==> config.mk <==
export PLATFORM = sky130hd
export DESIGN_NAME = otpc_ctrl
export DESIGN_NICKNAME = d
export VERILOG_FILES = /design/src/verilog/otpc_pkg.sv /design/src/verilog/otpc_delay.sv /design/src/verilog/otpc_ctrl.sv
export SDC_FILE = /design/constraint.sdc
export NUM_CORES = 1
export LEC_CHECK = 0
export ABC_AREA = 1
export BUFFER_PORTS_ARGS = -buffer_cell sky130_fd_sc_hd__buf_2
export CAP_MARGIN = 0
export CORE_MARGIN = 5
export CORE_UTILIZATION = 30
export CTS_CLUSTER_DIAMETER = 150
export CTS_CLUSTER_SIZE = 30
export DETAILED_ROUTE_END_ITERATION = 16
export PLACE_DENSITY = 0.46
export REMOVE_ABC_BUFFERS = 1
export SKIP_CTS_REPAIR_TIMING = 1
export SYNTH_ARGS = -nofsm -noshare
export SYNTH_HDL_FRONTEND = slang
export SYNTH_SLANG_ARGS = --single-unit
==> constraint.sdc <==
create_clock -name ref_clk_i -period 4.1 [get_ports ref_clk_i]
set_input_delay 0.615 -clock ref_clk_i [delete_from_list [all_inputs] [get_ports ref_clk_i]]
set_output_delay 0.615 -clock ref_clk_i [all_outputs]
set_load 0.05 [all_outputs]
==> src/verilog/otpc_pkg.sv <==
// Package of timing constants, commands and pin bundles for the OTP memory controller
package otpc_pkg;
  localparam int CLK_MHZ           = 100;
  // Read timing in ns, slowest grade by default
  localparam int ACC_NS            = 120;
  localparam int GATE_NS           = 40;
  localparam int FLOAT_NS          = 30;
  localparam int PFLOAT_NS         = 130;
  // Programming timing in us
  localparam int SETUP_US          = 2;
  localparam int HOLD_US           = 2;
  localparam int PULSE_US          = 75;
  localparam int ACC_CYC   = (ACC_NS * CLK_MHZ + 999) / 1000;
  localparam int GATE_CYC  = (GATE_NS * CLK_MHZ + 999) / 1000;
  localparam int FLOAT_CYC = (FLOAT_NS * CLK_MHZ + 999) / 1000;
  localparam int PFLT_CYC  = (PFLOAT_NS * CLK_MHZ + 999) / 1000;
  localparam int SETUP_CYC = SETUP_US * CLK_MHZ;
  localparam int HOLD_CYC  = HOLD_US * CLK_MHZ;
  localparam int PULSE_CYC = PULSE_US * CLK_MHZ;
  localparam int MAX_PULSES        = 25;
  localparam int ADDR_W            = 17;
  localparam logic [16:0] ADDR_LAST = 17'h1_ffff;
  localparam logic [7:0]  BYTE_BLANK = 8'hff;
  localparam int BIT_A9            = 9;
  typedef enum logic [1:0] {
    OTPC_CMD_READ  = 2'h0,
    OTPC_CMD_PROG  = 2'h1,
    OTPC_CMD_IDENT = 2'h2,
    OTPC_CMD_NONE  = 2'h3
  } otpc_cmd_t;
  typedef struct packed {
    logic [16:0] addr;
    logic        id_high_voltage_address_line;
    logic        dev_select_n;
    logic        out_gate_n;
    logic        program_strobe_n;
    logic        vpp_high;
    logic        vcc_high;
  } otpc_pins_t;
endpackage

==> src/verilog/otpc_delay.sv <==
// Loadable down counter giving a one-cycle done pulse
`timescale 1ns/10ps
module otpc_delay #(
  parameter int W = 14
) (
  // Clock and reset
  input  wire logic         ref_clk_i,
  input  wire logic         sys_rst_i,
  // Control
  input  wire logic         load_i,
  input  wire logic [W-1:0] count_i,
  output logic              done_o
);
  logic [W-1:0] cnt;
  logic         run;
  wire          last = run && (cnt == '0);
  always_ff @(posedge ref_clk_i) begin
    if (sys_rst_i) begin
      cnt    <= '0;
      run    <= 1'b0;
      done_o <= 1'b0;
    end else begin
      done_o <= last && !load_i;
      if (load_i) begin
        cnt <= count_i;
        run <= 1'b1;
      end else if (last) begin
        run <= 1'b0;
      end else if (run) begin
        cnt <= cnt - 1'b1;
      end
    end
  end
endmodule

==> src/verilog/otpc_ctrl.sv <==
// Host-side controller driving the OTP memory pins: read, program and identify
//
// Contract
// - Reading needs select and gate both low.
// - Program mode: high supply, gate high, select and strobe low, byte parallel.
// - Strobe pulse lasts 30 to 105 us, typically 75 us.
// - Pulse then verify each byte, repeat until match or pulse limit.
// - Program at raised core supply, then reread whole array at nominal; the controller drops the supplies after each byte and never rereads.
// - Select high inhibits programming for parts sharing other inputs.
// - Verify: gate and select low, strobe high, supply still raised.
// - Identify: high voltage on line nine, bit one high, step bit zero; the controller takes both bit one and bit zero from the caller.
// - Other address lines held high during identification.
`timescale 1ns/10ps
module otpc_ctrl #(
  parameter int PULSE_CYC  = otpc_pkg::PULSE_CYC,
  parameter int SETUP_CYC  = otpc_pkg::SETUP_CYC,
  parameter int HOLD_CYC   = otpc_pkg::HOLD_CYC,
  parameter int MAX_PULSES = otpc_pkg::MAX_PULSES
) (
  // Clock and reset
  input  wire logic                 ref_clk_i,
  input  wire logic                 sys_rst_i,
  // Command port
  input  wire logic                 cmd_valid_i,
  input  wire otpc_pkg::otpc_cmd_t  cmd_i,
  input  wire logic [16:0]          cmd_addr_i,
  input  wire logic [7:0]           cmd_data_i,
  output logic                      cmd_ready_o,
  output logic                      rsp_valid_o,
  output logic [7:0]                rsp_data_o,
  output logic                      rsp_error_o,
  // Memory pins
  output otpc_pkg::otpc_pins_t      pins_o,
  output logic [7:0]                dq_o,
  output logic                      dq_oe_o,
  input  wire logic [7:0]           dq_i
);
  typedef enum logic [9:0] {
    S_IDLE  = 10'b00_0000_0001,
    S_RACC  = 10'b00_0000_0010,
    S_RDONE = 10'b00_0000_0100,
    S_FLOAT = 10'b00_0000_1000,
    S_PSET  = 10'b00_0001_0000,
    S_PULSE = 10'b00_0010_0000,
    S_PHOLD = 10'b00_0100_0000,
    S_VACC  = 10'b00_1000_0000,
    S_VCHK  = 10'b01_0000_0000,
    S_PFLT  = 10'b10_0000_0000
  } otpc_state_t;

  otpc_state_t state;
  otpc_state_t next_state;
  logic [7:0]  vbyte;
  logic [7:0]  dq_s1;
  logic [7:0]  dq_s2;
  logic [7:0]  wdata;
  logic [7:0]  pulses;
  logic [15:0] dly_count;
  logic        dly_load;
  logic        dly_done;

  // Data pins pass two flops; settle count covers their latency
  always_ff @(posedge ref_clk_i) begin
    dq_s1 <= dq_i;
    dq_s2 <= dq_s1;
  end

  otpc_delay #(.W(16)) u_delay (
    .ref_clk_i (ref_clk_i),
    .sys_rst_i (sys_rst_i),
    .load_i    (dly_load),
    .count_i   (dly_count),
    .done_o    (dly_done)
  );

  wire take       = (state == S_IDLE) && cmd_valid_i && (cmd_i != otpc_pkg::OTPC_CMD_NONE);
  wire is_prog    = cmd_i == otpc_pkg::OTPC_CMD_PROG;
  wire is_ident   = cmd_i == otpc_pkg::OTPC_CMD_IDENT;
  // BYTE_BLANK masks nothing, so cant_prog never refuses a request; bits already cleared show up at verify
  wire cant_prog  = is_prog && ((cmd_data_i & otpc_pkg::BYTE_BLANK) != cmd_data_i);
  wire verify_ok  = vbyte == wdata;
  wire pulse_lim  = pulses >= 8'(MAX_PULSES);
  // Extra cycles allow the two-flop input stage to settle
  wire [15:0] acc_w  = 16'(otpc_pkg::ACC_CYC + 3);
  wire [15:0] flt_w  = 16'(otpc_pkg::FLOAT_CYC);
  wire [15:0] pflt_w = 16'(otpc_pkg::PFLT_CYC);

  always_comb begin
    next_state = state;
    dly_load   = 1'b0;
    dly_count  = '0;
    case (state)
      S_IDLE: begin
        if (take && !cant_prog) begin
          dly_load   = 1'b1;
          next_state = is_prog ? S_PSET : S_RACC;
          dly_count  = is_prog ? 16'(SETUP_CYC) : acc_w;
        end
      end
      S_RACC:  if (dly_done) next_state = S_RDONE;
      S_RDONE: begin
        next_state = S_FLOAT;
        dly_load   = 1'b1;
        dly_count  = flt_w;
      end
      S_FLOAT: if (dly_done) next_state = S_IDLE;
      S_PSET: begin
        if (dly_done) begin
          next_state = S_PULSE;
          dly_load   = 1'b1;
          // Load and done each cost a cycle, so the pulse comes out exact
          dly_count  = 16'(PULSE_CYC - 2);
        end
      end
      S_PULSE: begin
        if (dly_done) begin
          next_state = S_PHOLD;
          dly_load   = 1'b1;
          dly_count  = 16'(HOLD_CYC);
        end
      end
      S_PHOLD: begin
        if (dly_done) begin
          next_state = S_VACC;
          dly_load   = 1'b1;
          dly_count  = acc_w;
        end
      end
      S_VACC:  if (dly_done) next_state = S_VCHK;
      S_VCHK: begin
        dly_load   = 1'b1;
        next_state = S_PFLT;
        dly_count  = pflt_w;
      end
      S_PFLT: begin
        if (dly_done) begin
          if (!verify_ok && !pulse_lim) begin
            next_state = S_PSET;
            dly_load   = 1'b1;
            dly_count  = 16'(SETUP_CYC);
          end else begin
            next_state = S_IDLE;
          end
        end
      end
      default: next_state = S_IDLE;
    endcase
  end

  always_ff @(posedge ref_clk_i) begin
    if (sys_rst_i) begin
      state <= S_IDLE;
    end else begin
      state <= next_state;
    end
  end

  // Pin drive, pulse count and response
  always_ff @(posedge ref_clk_i) begin
    if (sys_rst_i) begin
      pins_o      <= '{addr: '0, id_high_voltage_address_line: 1'b0, dev_select_n: 1'b1,
                       out_gate_n: 1'b1, program_strobe_n: 1'b1, vpp_high: 1'b0,
                       vcc_high: 1'b0};
      dq_o        <= '0;
      dq_oe_o     <= 1'b0;
      wdata       <= '0;
      pulses      <= '0;
      cmd_ready_o <= 1'b0;
      rsp_valid_o <= 1'b0;
      rsp_data_o  <= '0;
      rsp_error_o <= 1'b0;
      vbyte       <= '0;
    end else begin
      rsp_valid_o <= 1'b0;
      cmd_ready_o <= (next_state == S_IDLE) && !take;
      if (take) begin
        pins_o.addr <= cmd_addr_i;
        wdata       <= cmd_data_i;
        pulses      <= '0;
        if (cant_prog) begin
          rsp_valid_o <= 1'b1;
          rsp_error_o <= 1'b1;
          rsp_data_o  <= '0;
        end else if (is_prog) begin
          // Raised supplies, gate high, select low, data driven
          pins_o.vpp_high     <= 1'b1;
          pins_o.vcc_high     <= 1'b1;
          pins_o.out_gate_n   <= 1'b1;
          pins_o.dev_select_n <= 1'b0;
          dq_o                <= cmd_data_i;
          dq_oe_o             <= 1'b1;
        end else begin
          pins_o.dev_select_n <= 1'b0;
          pins_o.out_gate_n   <= 1'b0;
          pins_o.id_high_voltage_address_line <= is_ident;
          if (is_ident) begin
            // Only bits zero and one are chosen by the caller
            pins_o.addr <= {{(otpc_pkg::ADDR_W - 2){1'b1}}, cmd_addr_i[1:0]};
          end
        end
      end
      case (state)
        S_RACC: if (dly_done) begin
          rsp_data_o  <= dq_s2;
          rsp_error_o <= 1'b0;
          rsp_valid_o <= 1'b1;
        end
        S_RDONE: begin
          pins_o.out_gate_n   <= 1'b1;
          pins_o.dev_select_n <= 1'b1;
          pins_o.id_high_voltage_address_line <= 1'b0;
        end
        S_PSET: if (dly_done) pins_o.program_strobe_n <= 1'b0;
        S_PULSE: if (dly_done) begin
          pins_o.program_strobe_n <= 1'b1;
          pulses                  <= pulses + 1'b1;
        end
        S_PHOLD: if (dly_done) begin
          dq_oe_o           <= 1'b0;
          pins_o.out_gate_n <= 1'b0;
        end
        // Byte kept before the gate rises; a released bus cannot be trusted
        S_VACC: if (dly_done) vbyte <= dq_s2;
        S_VCHK: pins_o.out_gate_n <= 1'b1;
        S_PFLT: if (dly_done) begin
          if (!verify_ok && !pulse_lim) begin
            dq_oe_o <= 1'b1;
          end else begin
            pins_o.vpp_high     <= 1'b0;
            pins_o.vcc_high     <= 1'b0;
            pins_o.dev_select_n <= 1'b1;
            rsp_data_o          <= vbyte;
            rsp_error_o         <= !verify_ok;
            rsp_valid_o         <= 1'b1;
          end
        end
        default: ;
      endcase
    end
  end
endmodule

==> results.toml, run 1 <==
[yosys]
synth_top_cell_by_area = "dfxtp_1"
netlist_area_mm2 = 0.00525
synth_edf_count = 0
synth.area.top_cells = "dfxtp_1 (42%), nor2_1 (9.3%), nand2_1 (8.8%), o21ai_0 (5.2%), inv_1 (4.9%)"
syn_area_per_cell_um2 = 7.21
netlist.area_leader.share_pct = 42.3
ys_seq_elements = 111
yosys_warnings = 0
synth_ff_type = "dfxtp_1"
seq_area_frac_synth_pct = 42.3
async_flop_share_pct = 0
syn_inst = 728
yosysUniqueCellTypes = 39

[setup_path]
timing.rr.end = "u_delay.cnt[12]"
crit_chain = "nor2_2 > nand2_2 > nor2_4 > nand2_2 > clkinv_2 > nand4_4 > nand3_2 > inv_1 > nor2_1 > nor2_1"
start_kind = "register"
reg2reg_slack_ns = 1.69
end_kind = "register"
cp_slowest_stage_delay_ns = 0.44
rr_worst_depth = 10
critPathMaxFanout = 33
r2r_start = "state[6]"
crit_required_ns = 4.36
crit_arrival_ns = 2.68
slowest_stage = "nand4_4"
crit_type = "register to register"

[clocking]
clock_latency_ns = 0.36
htreeDepth = 3
clk_pin_slew_ns = 0.08
cts_buffers = 9
clock_tree.buffer_depth = 2
cts_tree = "built"
clock-sinks = 111
cts_root_buffer = "clkbuf_16"

[timing]
setup_slack_ns = 1.69
whs_ns = 0.330
post-route-min-period_ns = 2.41
clock_skew_ns = 0.0130
max_freq_ghz = 0.414
drv_slew = 0
tns_ns = 0
hold_viol_final = 0
grt_setup_unrepaired = "false"
setup_viol = 0
slew_headroom_pct = 43.0
timing.final.crit_share_pct = 58.9
worst_pin_slew_ns = 0.853

[drt]
routed_via_density = 4.74
wire_per_inst_um = 13.8
drtIter0Drc = 265
drt_first_pass_iters = 5
drcViolationCount = 0
vias = 4844
ant_nets = 0
wl_um = 14200

[worst_hold_path]
min_to = "dq_s2[7]"
hold_class = "register to register"
min_from = "dq_s1[7]"
whs_path_depth = 0

[grt]
grt_max_degree = 34
antenna_found_initial = 0
grt_pass1_vias = 4727
gr-total-overflow = 0
grt.total_usage_pct = 14.3
grt_pass1_wl_um = 23600

[floorplanning]
dieArea_mm2 = 0.0202
row_count = 48
fp.dieW_um = 142
start_util_pct = 30.4
die_h_um = 142
io_pins = 81
core_area_mm2 = 0.0172

[place]
dp_hpwl_um = 10200
placed_area_mm2 = 0.00579
port_buffers = 80
gp_congestion = 0.893
place_ws_ns = 1.62

[cells_and_area]
fillCellCount = 1833
finalNetCount = 835
final_util_pct = 35.5
final_cell_area_mm2 = 0.00611
drive_above_1_share_pct = 17.7
n_antenna_cell = 0
area_delta_synth_final_pct = 16.5

[power]
p_per_area_mw_per_mm2 = 512
leakagePower_uw = 0.00286
ir_drop_uv = 229

[flow_run]
max_cap_violations = 0

[run_status]
status = "complete, no violations"
## cells by family (layout without fill, tap and decap cells)
kind of cell / Yosys count / count (layout) / synth area share, %
DFF: 111 / 111 / 42.3
and+or+nand+nor: 375 / 375 / 33.2
AOI/OAI and AO/OA: 117 / 117 / 12.3
xor gates and xnor gates: 15 / 15 / 2.50
adders and majority gates: 4 / 4 / 0.954
buffers and inverters: 106 / 176 / 8.73
## metal layers
| metal | track usage (%) | vias up | part of all wire [%] |
|---|---|---|---|
| met4 | 5.15 | 0 | 2.2 |
| met1 | 18.4 | 2206 | 48 |
| met5 | 0 | - | 0 |
| met2 | 23.8 | 109 | 46 |
| li1 | - | 2509 | - |
| met3 | 3.13 | 20 | 4.0 |
## synth_stat cells (2+ instances only)
cell and instances:
ha_1 4, buf_1 2, nand4_1 35, dfxtp_1 111, clkbuf_1 14, o21ai_0 54
buf_6 6, nand3_2 11, nor2_4 5, inv_2 4, xor2_1 11, nor3_1 20
o31ai_1 4, a31oi_1 3, nand2_4 2, buf_2 7, a21oi_1 39, or2_2 2
nand2_1 123, nand3_1 32, inv_1 69, nand2_2 5, a211oi_1 9, xnor2_1 4
clkinv_2 2, nor2_2 7, nor2_1 130, o21ai_1 2
## worst max-delay path by stage
stage,start,to,cells after the start
3_3_place_gp,cmd_i[1],u_delay.cnt[7],8
6_report,state[6],u_delay.cnt[12],10
5_1_grt,state[6],u_delay.cnt[8],10
2_1_floorplan,cmd_i[0],u_delay.cnt[7],7
4_1_cts,state[6],u_delay.cnt[8],10
3_5_place_dp,cmd_i[1],u_delay.cnt[7],8
## through the flow
step	power [uW]	std cells
after detailed placement	2200	1007
after global routing	3330	1023
after CTS	3180	1023
after global placement	2200	1007
final	3130	1023
after floorplan	1970	698
## report_power, final
part	total [uW]	switching, uW	internal, uW
clock network	953	447	507
logic	921	639	282
registers	1260	75.4	1180
## state kept, by name (all words and copies together) (netlist names)
name            flops
dq_o                8
cmd_ready_o         1
rsp_data_o          8
state              10
dq_s2               8
vbyte               8
wdata               8
dq_oe_o             1
u_delay.run         1
u_delay.done_o      1
rsp_valid_o         1
pulses              8
rsp_error_o         1
pins_o             23
dq_s1               8
u_delay.cnt        16
## cell usage in the layout (no fill, tap or decap), drive strengths merged, types with 5 or more instances in the layout
cell,n
nor3,20
a211oi,9
xor2,11
clkinv,5
nand2,130
nand3,43
o21ai,56
a21oi,40
dfxtp,111
nand4,36
nor2,142
buf,84
clkbuf,10
inv,76
## critical path, delay by kind of cell (launching register included)
family	cells	cell delay, ns
buffers and inverters	2	0.28
flip-flops	1	0.34
AND/OR/NAND/NOR	8	1.68
## area by class of cell
cell class,count,area [um2],area share [%]
Multi-Input combinational cell,511,2570,42.0
Sequential cell,111,2220,36.4
Timing Repair Buffer,84,430,7.04
Inverter,76,288,4.71
Tap cell,225,282,4.61
Clock buffer,10,239,3.91
Clock inverter,6,83.8,1.37
Note: power is estimated with default switching activity, not from simulation.
==> run 2, diff against run 1 <==
Settings changed: ABC_AREA 1 to 0.
Clock period 4.1 ns to 2.5 ns, I/O delays scaled along.
==> run 2 against run 1 <==
  * Synthesized cell count shrank 22%
  * Count of clock-buffer cells in the layout shrank 1
  * Cell count shrank 15%
  * Flip-flop and latch count is the same
  * Worst hold slack lost 0.22 ns
  * Routed wire length shrank 3.7%
  * Clock power grew 43%
  * Sequential power grew 63%
  * Global-route usage shrank 0.39 points
  * Non-clock buffer count grew 14
  * Critical endpoint is now u_delay.cnt[8]
==> results.toml, run 2 <==
[run_status]
status = "complete, no violations"

[timing]
worst_pin_slew_ns = 0.608
setup_viol = 0
slew_headroom_pct = 59.4
grt_setup_unrepaired = "false"
max_freq_ghz = 0.446
setup_slack_ns = 0.258
clock_skew_ns = 0.0107
drv_slew = 0
post-route-min-period_ns = 2.24
timing.final.crit_share_pct = 89.7
tns_ns = 0
hold_viol_final = 0

[grt]
grt.total_usage_pct = 13.9
gr-total-overflow = 0
grt_pass1_wl_um = 22200
antenna_found_initial = 0
grt_max_degree = 91
grt_pass1_vias = 4280

[clocking]
htreeDepth = 3
clock_latency_ns = 0.36
cts_root_buffer = "clkbuf_16"
clock-sinks = 111
cts_buffers = 9
clock_tree.buffer_depth = 2
cts_tree = "built"
clk_pin_slew_ns = 0.08

[drt]
drt_first_pass_iters = 4
routed_via_density = 5.01
drtIter0Drc = 276
ant_nets = 0
drcViolationCount = 0
wire_per_inst_um = 15.7
wl_um = 13600
vias = 4351

[setup_path]
rr_worst_depth = 5
crit_required_ns = 2.76
crit_arrival_ns = 2.50
crit_path_start = "state[3]"
crit_type = "register to register"
r2r_start = "state[3]"
critPathMaxFanout = 10
start_kind = "register"
end_kind = "register"

[cells_and_area]
n_antenna_cell = 0
area_delta_synth_final_pct = 18.5
final_cell_mix = "dfxtp_1 (111), buf_2 (80), nand2_1 (74), nor2_1 (47), a21oi_1 (46)"
finalNonFillerCells = 868
final_util_pct = 36.3
final_common_cell = "dfxtp_1"
finalNetCount = 686
drive_above_1_share_pct = 21.8
reg.largest.list = "pins_o x23, u_delay.cnt x16, state x10"
top_register = "pins_o"
largest_reg_flops = 23

[power]
power_frac_seq_pct = 43.9
p_per_area_mw_per_mm2 = 775
clockPowerShare_pct = 29.1
pwr-share-comb_pct = 26.9
leakagePower_uw = 0.00246
ir_drop_uv = 300
power.internal_uw = 3040
finalPower_uw = 4660
p_switching_uw = 1620
switching_share_pct = 34.8

[yosys]
synth_ff_type = "dfxtp_1"
yosysUniqueCellTypes = 70
synth.area.top_cells = "dfxtp_1 (44%), nand2_1 (5.5%), a21oi_1 (4.5%), nor2_1 (3.5%), xor2_1 (3.1%)"
syn_area_per_cell_um2 = 8.94
netlist.area_leader.share_pct = 43.8
ys_top_cells_by_count = "dfxtp_1 (111), nand2_1 (74), nor2_1 (47)"
async_flop_share_pct = 0
seq_area_frac_synth_pct = 43.8
ys_seq_elements = 111
synth_edf_count = 0
synth_top_cell_by_area = "dfxtp_1"
yosys_warnings = 0
yosysMostFrequentCell = "dfxtp_1"
netlist_area_mm2 = 0.00508
syn_inst = 568

[place]
port_buffers = 80
dp_hpwl_um = 9740
place_ws_ns = 0.117
gp_congestion = 0.882
dp_cells = 853

[floorplanning]
start_util_pct = 30.6
dieArea_mm2 = 0.0196
core_area_mm2 = 0.0166
fp.dieW_um = 140
die_h_um = 140
row_count = 47
io_pins = 81

[worst_hold_path]
hold_class = "primary input to register"
min_from = "dq_i[3]"
whs_path_depth = 1

[flow_run]
max_cap_violations = 0
-- run 2: final timing paths --
check                   endpoint  slack [ns]
setup / recovery  u_delay.cnt[8]        0.26
hold / removal          dq_s1[3]        0.11
setup reg to reg  u_delay.cnt[8]        0.26
hold reg to reg         dq_s2[4]        0.33
-- run 2: per-layer routing --
layer	global-route usage (%)	share of wire, %	vias up
met4	5.10	1.3	0
met1	19.2	50	2055
met5	0	0	-
met2	21.5	44	107
li1	-	-	2177
met3	2.93	4.5	12
-- run 2: cell families after synthesis --
kind of cell	count (synthesis)	share of synthesized area, %
AO/OA/AOI/OAI	116	15.4
XOR/XNOR	31	5.35
adder cells (fa/ha/maj)	4	0.986
buffers and inverters	44	4.11
flip-flops	111	43.8
multiplexers	19	3.97
AND/OR/NAND/NOR	243	26.5
-- run 2: area by class of cell --
cell class / count / area (um2)
well taps: 220 / 275
fillers: 1757 / 10600
repair buffers: 98 / 561
inverters: 11 / 41.3
multi-input cells: 413 / 2650
clock buffers: 9 / 225
clock inverters: 6 / 43.8
flip-flops and latches: 111 / 2220
-- run 2: stage by stage --
step,area [um2],hold WS [ns]
floorplan,4910,0.310
global placement,5750,0.312
detailed placement,5750,0.315
CTS,6020,0.102
global route,6020,0.0971
finish,6020,0.114
-- run 2: power by group through the flow --
stage / sequential, uW / clock, uW / combinational [uW]
floorplan: 2260 / 0 / 680
global placement: 2090 / 0 / 1250
detailed placement: 2090 / 0 / 1250
CTS: 2050 / 1410 / 1260
global route: 2070 / 1480 / 1370
finish: 2050 / 1360 / 1260
-- run 2: critical path, stage by stage (launching register included) --
cell and delay [ns]:
dfxtp_1 0.42, nor3_4 0.50, nand4_2 0.27, a2111oi_4 0.51
nor3_2 0.18, a211oi_1 0.27
==> run 3, diff against run 2 <==
Settings changed: BUFFER_PORTS_ARGS -buffer_cell sky130_fd_sc_hd__buf_2 to -buffer_cell sky130_fd_sc_hd__clkbuf_2, RECOVER_POWER from default to 100.
==> run 3 against run 2 <==
  * Non-clock buffer count rose by 1
  * Worst hold slack improved by 0.0055 ns
  * Global-route usage fell by 0.21 points
  * Cell area fell by 1.3%
  * Critical endpoint is now vbyte[2]
==> results.toml, run 3 (synthesis results as in run 2) <==
[run_status]
status = "complete, no violations"

[grt]
antenna_found_initial = 0
gr-total-overflow = 0
grt_max_degree = 68
grt_pass1_wl_um = 22300
grt_pass1_vias = 4295
grt.total_usage_pct = 13.7

[setup_path]
end_kind = "register"
crit_chain = "nor3_4 > and4_1 > and2_0 > clkbuf_1 > mux2i_1 > nor2_1"
slowest_stage = "clkbuf_1"
critPathMaxFanout = 10
cp_slowest_stage_delay_ns = 0.50
crit_arrival_ns = 2.52
crit_type = "register to register"
start_kind = "register"
crit_required_ns = 2.71

[clocking]
clock-sinks = 111
clk_pin_slew_ns = 0.07
cts_root_buffer = "clkbuf_16"
cts_tree = "built"
clock_tree.buffer_depth = 2
htreeDepth = 3
cts_buffers = 9
clock_latency_ns = 0.36

[timing]
hold_viol_final = 0
tns_ns = 0
timing.final.crit_share_pct = 92.3
worst_pin_slew_ns = 0.722
drv_slew = 0
grt_setup_unrepaired = "false"
setup_viol = 0
clock_skew_ns = 0.0162
slew_headroom_pct = 51.9
max_freq_ghz = 0.434
post-route-min-period_ns = 2.31

[flow_run]
max_cap_violations = 0

[power]
power_frac_seq_pct = 44.0
power.internal_uw = 3060
switching_share_pct = 34.3
pwr-share-comb_pct = 26.2
leakagePower_uw = 0.00229
p_switching_uw = 1590
p_per_area_mw_per_mm2 = 783
clockPowerShare_pct = 29.9
ir_drop_uv = 275

[drt]
ant_nets = 0
drtIter0Drc = 275
drcViolationCount = 0
routed_via_density = 5.01
wire_per_inst_um = 15.4
wl_um = 13400
vias = 4353
drt_first_pass_iters = 4

[worst_hold_path]
hold_class = "primary input to register"

[floorplanning]
dieArea_mm2 = 0.0196
io_pins = 81
start_util_pct = 30.6
die_h_um = 140
fp.dieW_um = 140
core_area_mm2 = 0.0166
row_count = 47

[place]
placed_area_mm2 = 0.00573
port_buffers = 80
dp_hpwl_um = 9870
gp_congestion = 0.896

[cells_and_area]
final_common_cell = "dfxtp_1"
finalNetCount = 687
largest_reg_flops = 23
reg.largest.list = "pins_o x23, u_delay.cnt x16, state x10"
final_cell_area_mm2 = 0.00594
drive_above_1_share_pct = 14.6
n_antenna_cell = 0
final_cell_mix = "dfxtp_1 (111), nand2_1 (73), nor2_1 (47), a21oi_1 (46), clkbuf_1 (46)"
top_register = "pins_o"
area_delta_synth_final_pct = 16.9
## run 3: changes by cell type in the layout (fill, tap and decap cells not counted), moves of 2 or more
| cell | change |
|---|---|
| buf_12 | -2 |
| buf_2 | -79 |
| clkbuf_8 | +2 |
| clkbuf_2 | +36 |
| clkbuf_1 | +46 |
## run 3: final timing paths
check                           slack, ns  depth (start not counted)       end     start
worst max register to register       0.19                          6  vbyte[2]  state[3]
worst min register to register       0.33                          0  dq_s2[2]  dq_s1[2]
worst min-delay path                 0.12                          1  dq_s1[2]   dq_i[2]
worst max-delay path                 0.19                          6  vbyte[2]  state[3]
## run 3: cell type report
type | instances | area [um2]
fill | 1787 | 10600
clock inverter | 4 | 28.8
tap | 220 | 275
inverter | 11 | 41.3
multi-input combinational | 413 | 2640
sequential | 111 | 2220
timing repair buffer | 99 | 478
clock buffer | 11 | 253
## run 3: per-layer routing
layer / part of all wire (%) / global-route usage, % / up-vias
li1: - / - / 2175
met2: 45 / 20.9 / 90
met3: 4.9 / 3.14 / 15
met1: 49 / 19.4 / 2073
met4: 1.5 / 4.03 / 0
met5: 0 / 0 / -
## run 3: critical path, delay by kind of cell (launching register included)
kind / cells / cell delay (ns)
simple gates: 4 / 1.00
buf+inv: 1 / 0.50
flops: 1 / 0.41
mux: 1 / 0.25
## run 3: power by group through the flow
stage | registers, uW | clock network, uW | logic (uW)
floorplan | 2260 | 0 | 680
global placement | 2090 | 0 | 1230
detailed placement | 2090 | 0 | 1240
CTS | 2050 | 1440 | 1250
global route | 2070 | 1520 | 1330
finish | 2050 | 1390 | 1220
## run 3: stage by stage
| stage | setup slack, ns | hold WS, ns | utilization (%) | std cells | power (uW) |
|---|---|---|---|---|---|
| after CTS | 0.136 | 0.103 | 36.2 | 869 | 4740 |
| final | 0.194 | 0.119 | 35.8 | 869 | 4650 |
| after floorplan | 0.409 | 0.310 | - | 535 | 2940 |
| after global placement | 0.198 | 0.311 | 34.5 | 854 | 3320 |
| after global routing | 0.0614 | 0.100 | 35.8 | 869 | 4920 |
| after detailed placement | 0.144 | 0.312 | 34.5 | 854 | 3330 |
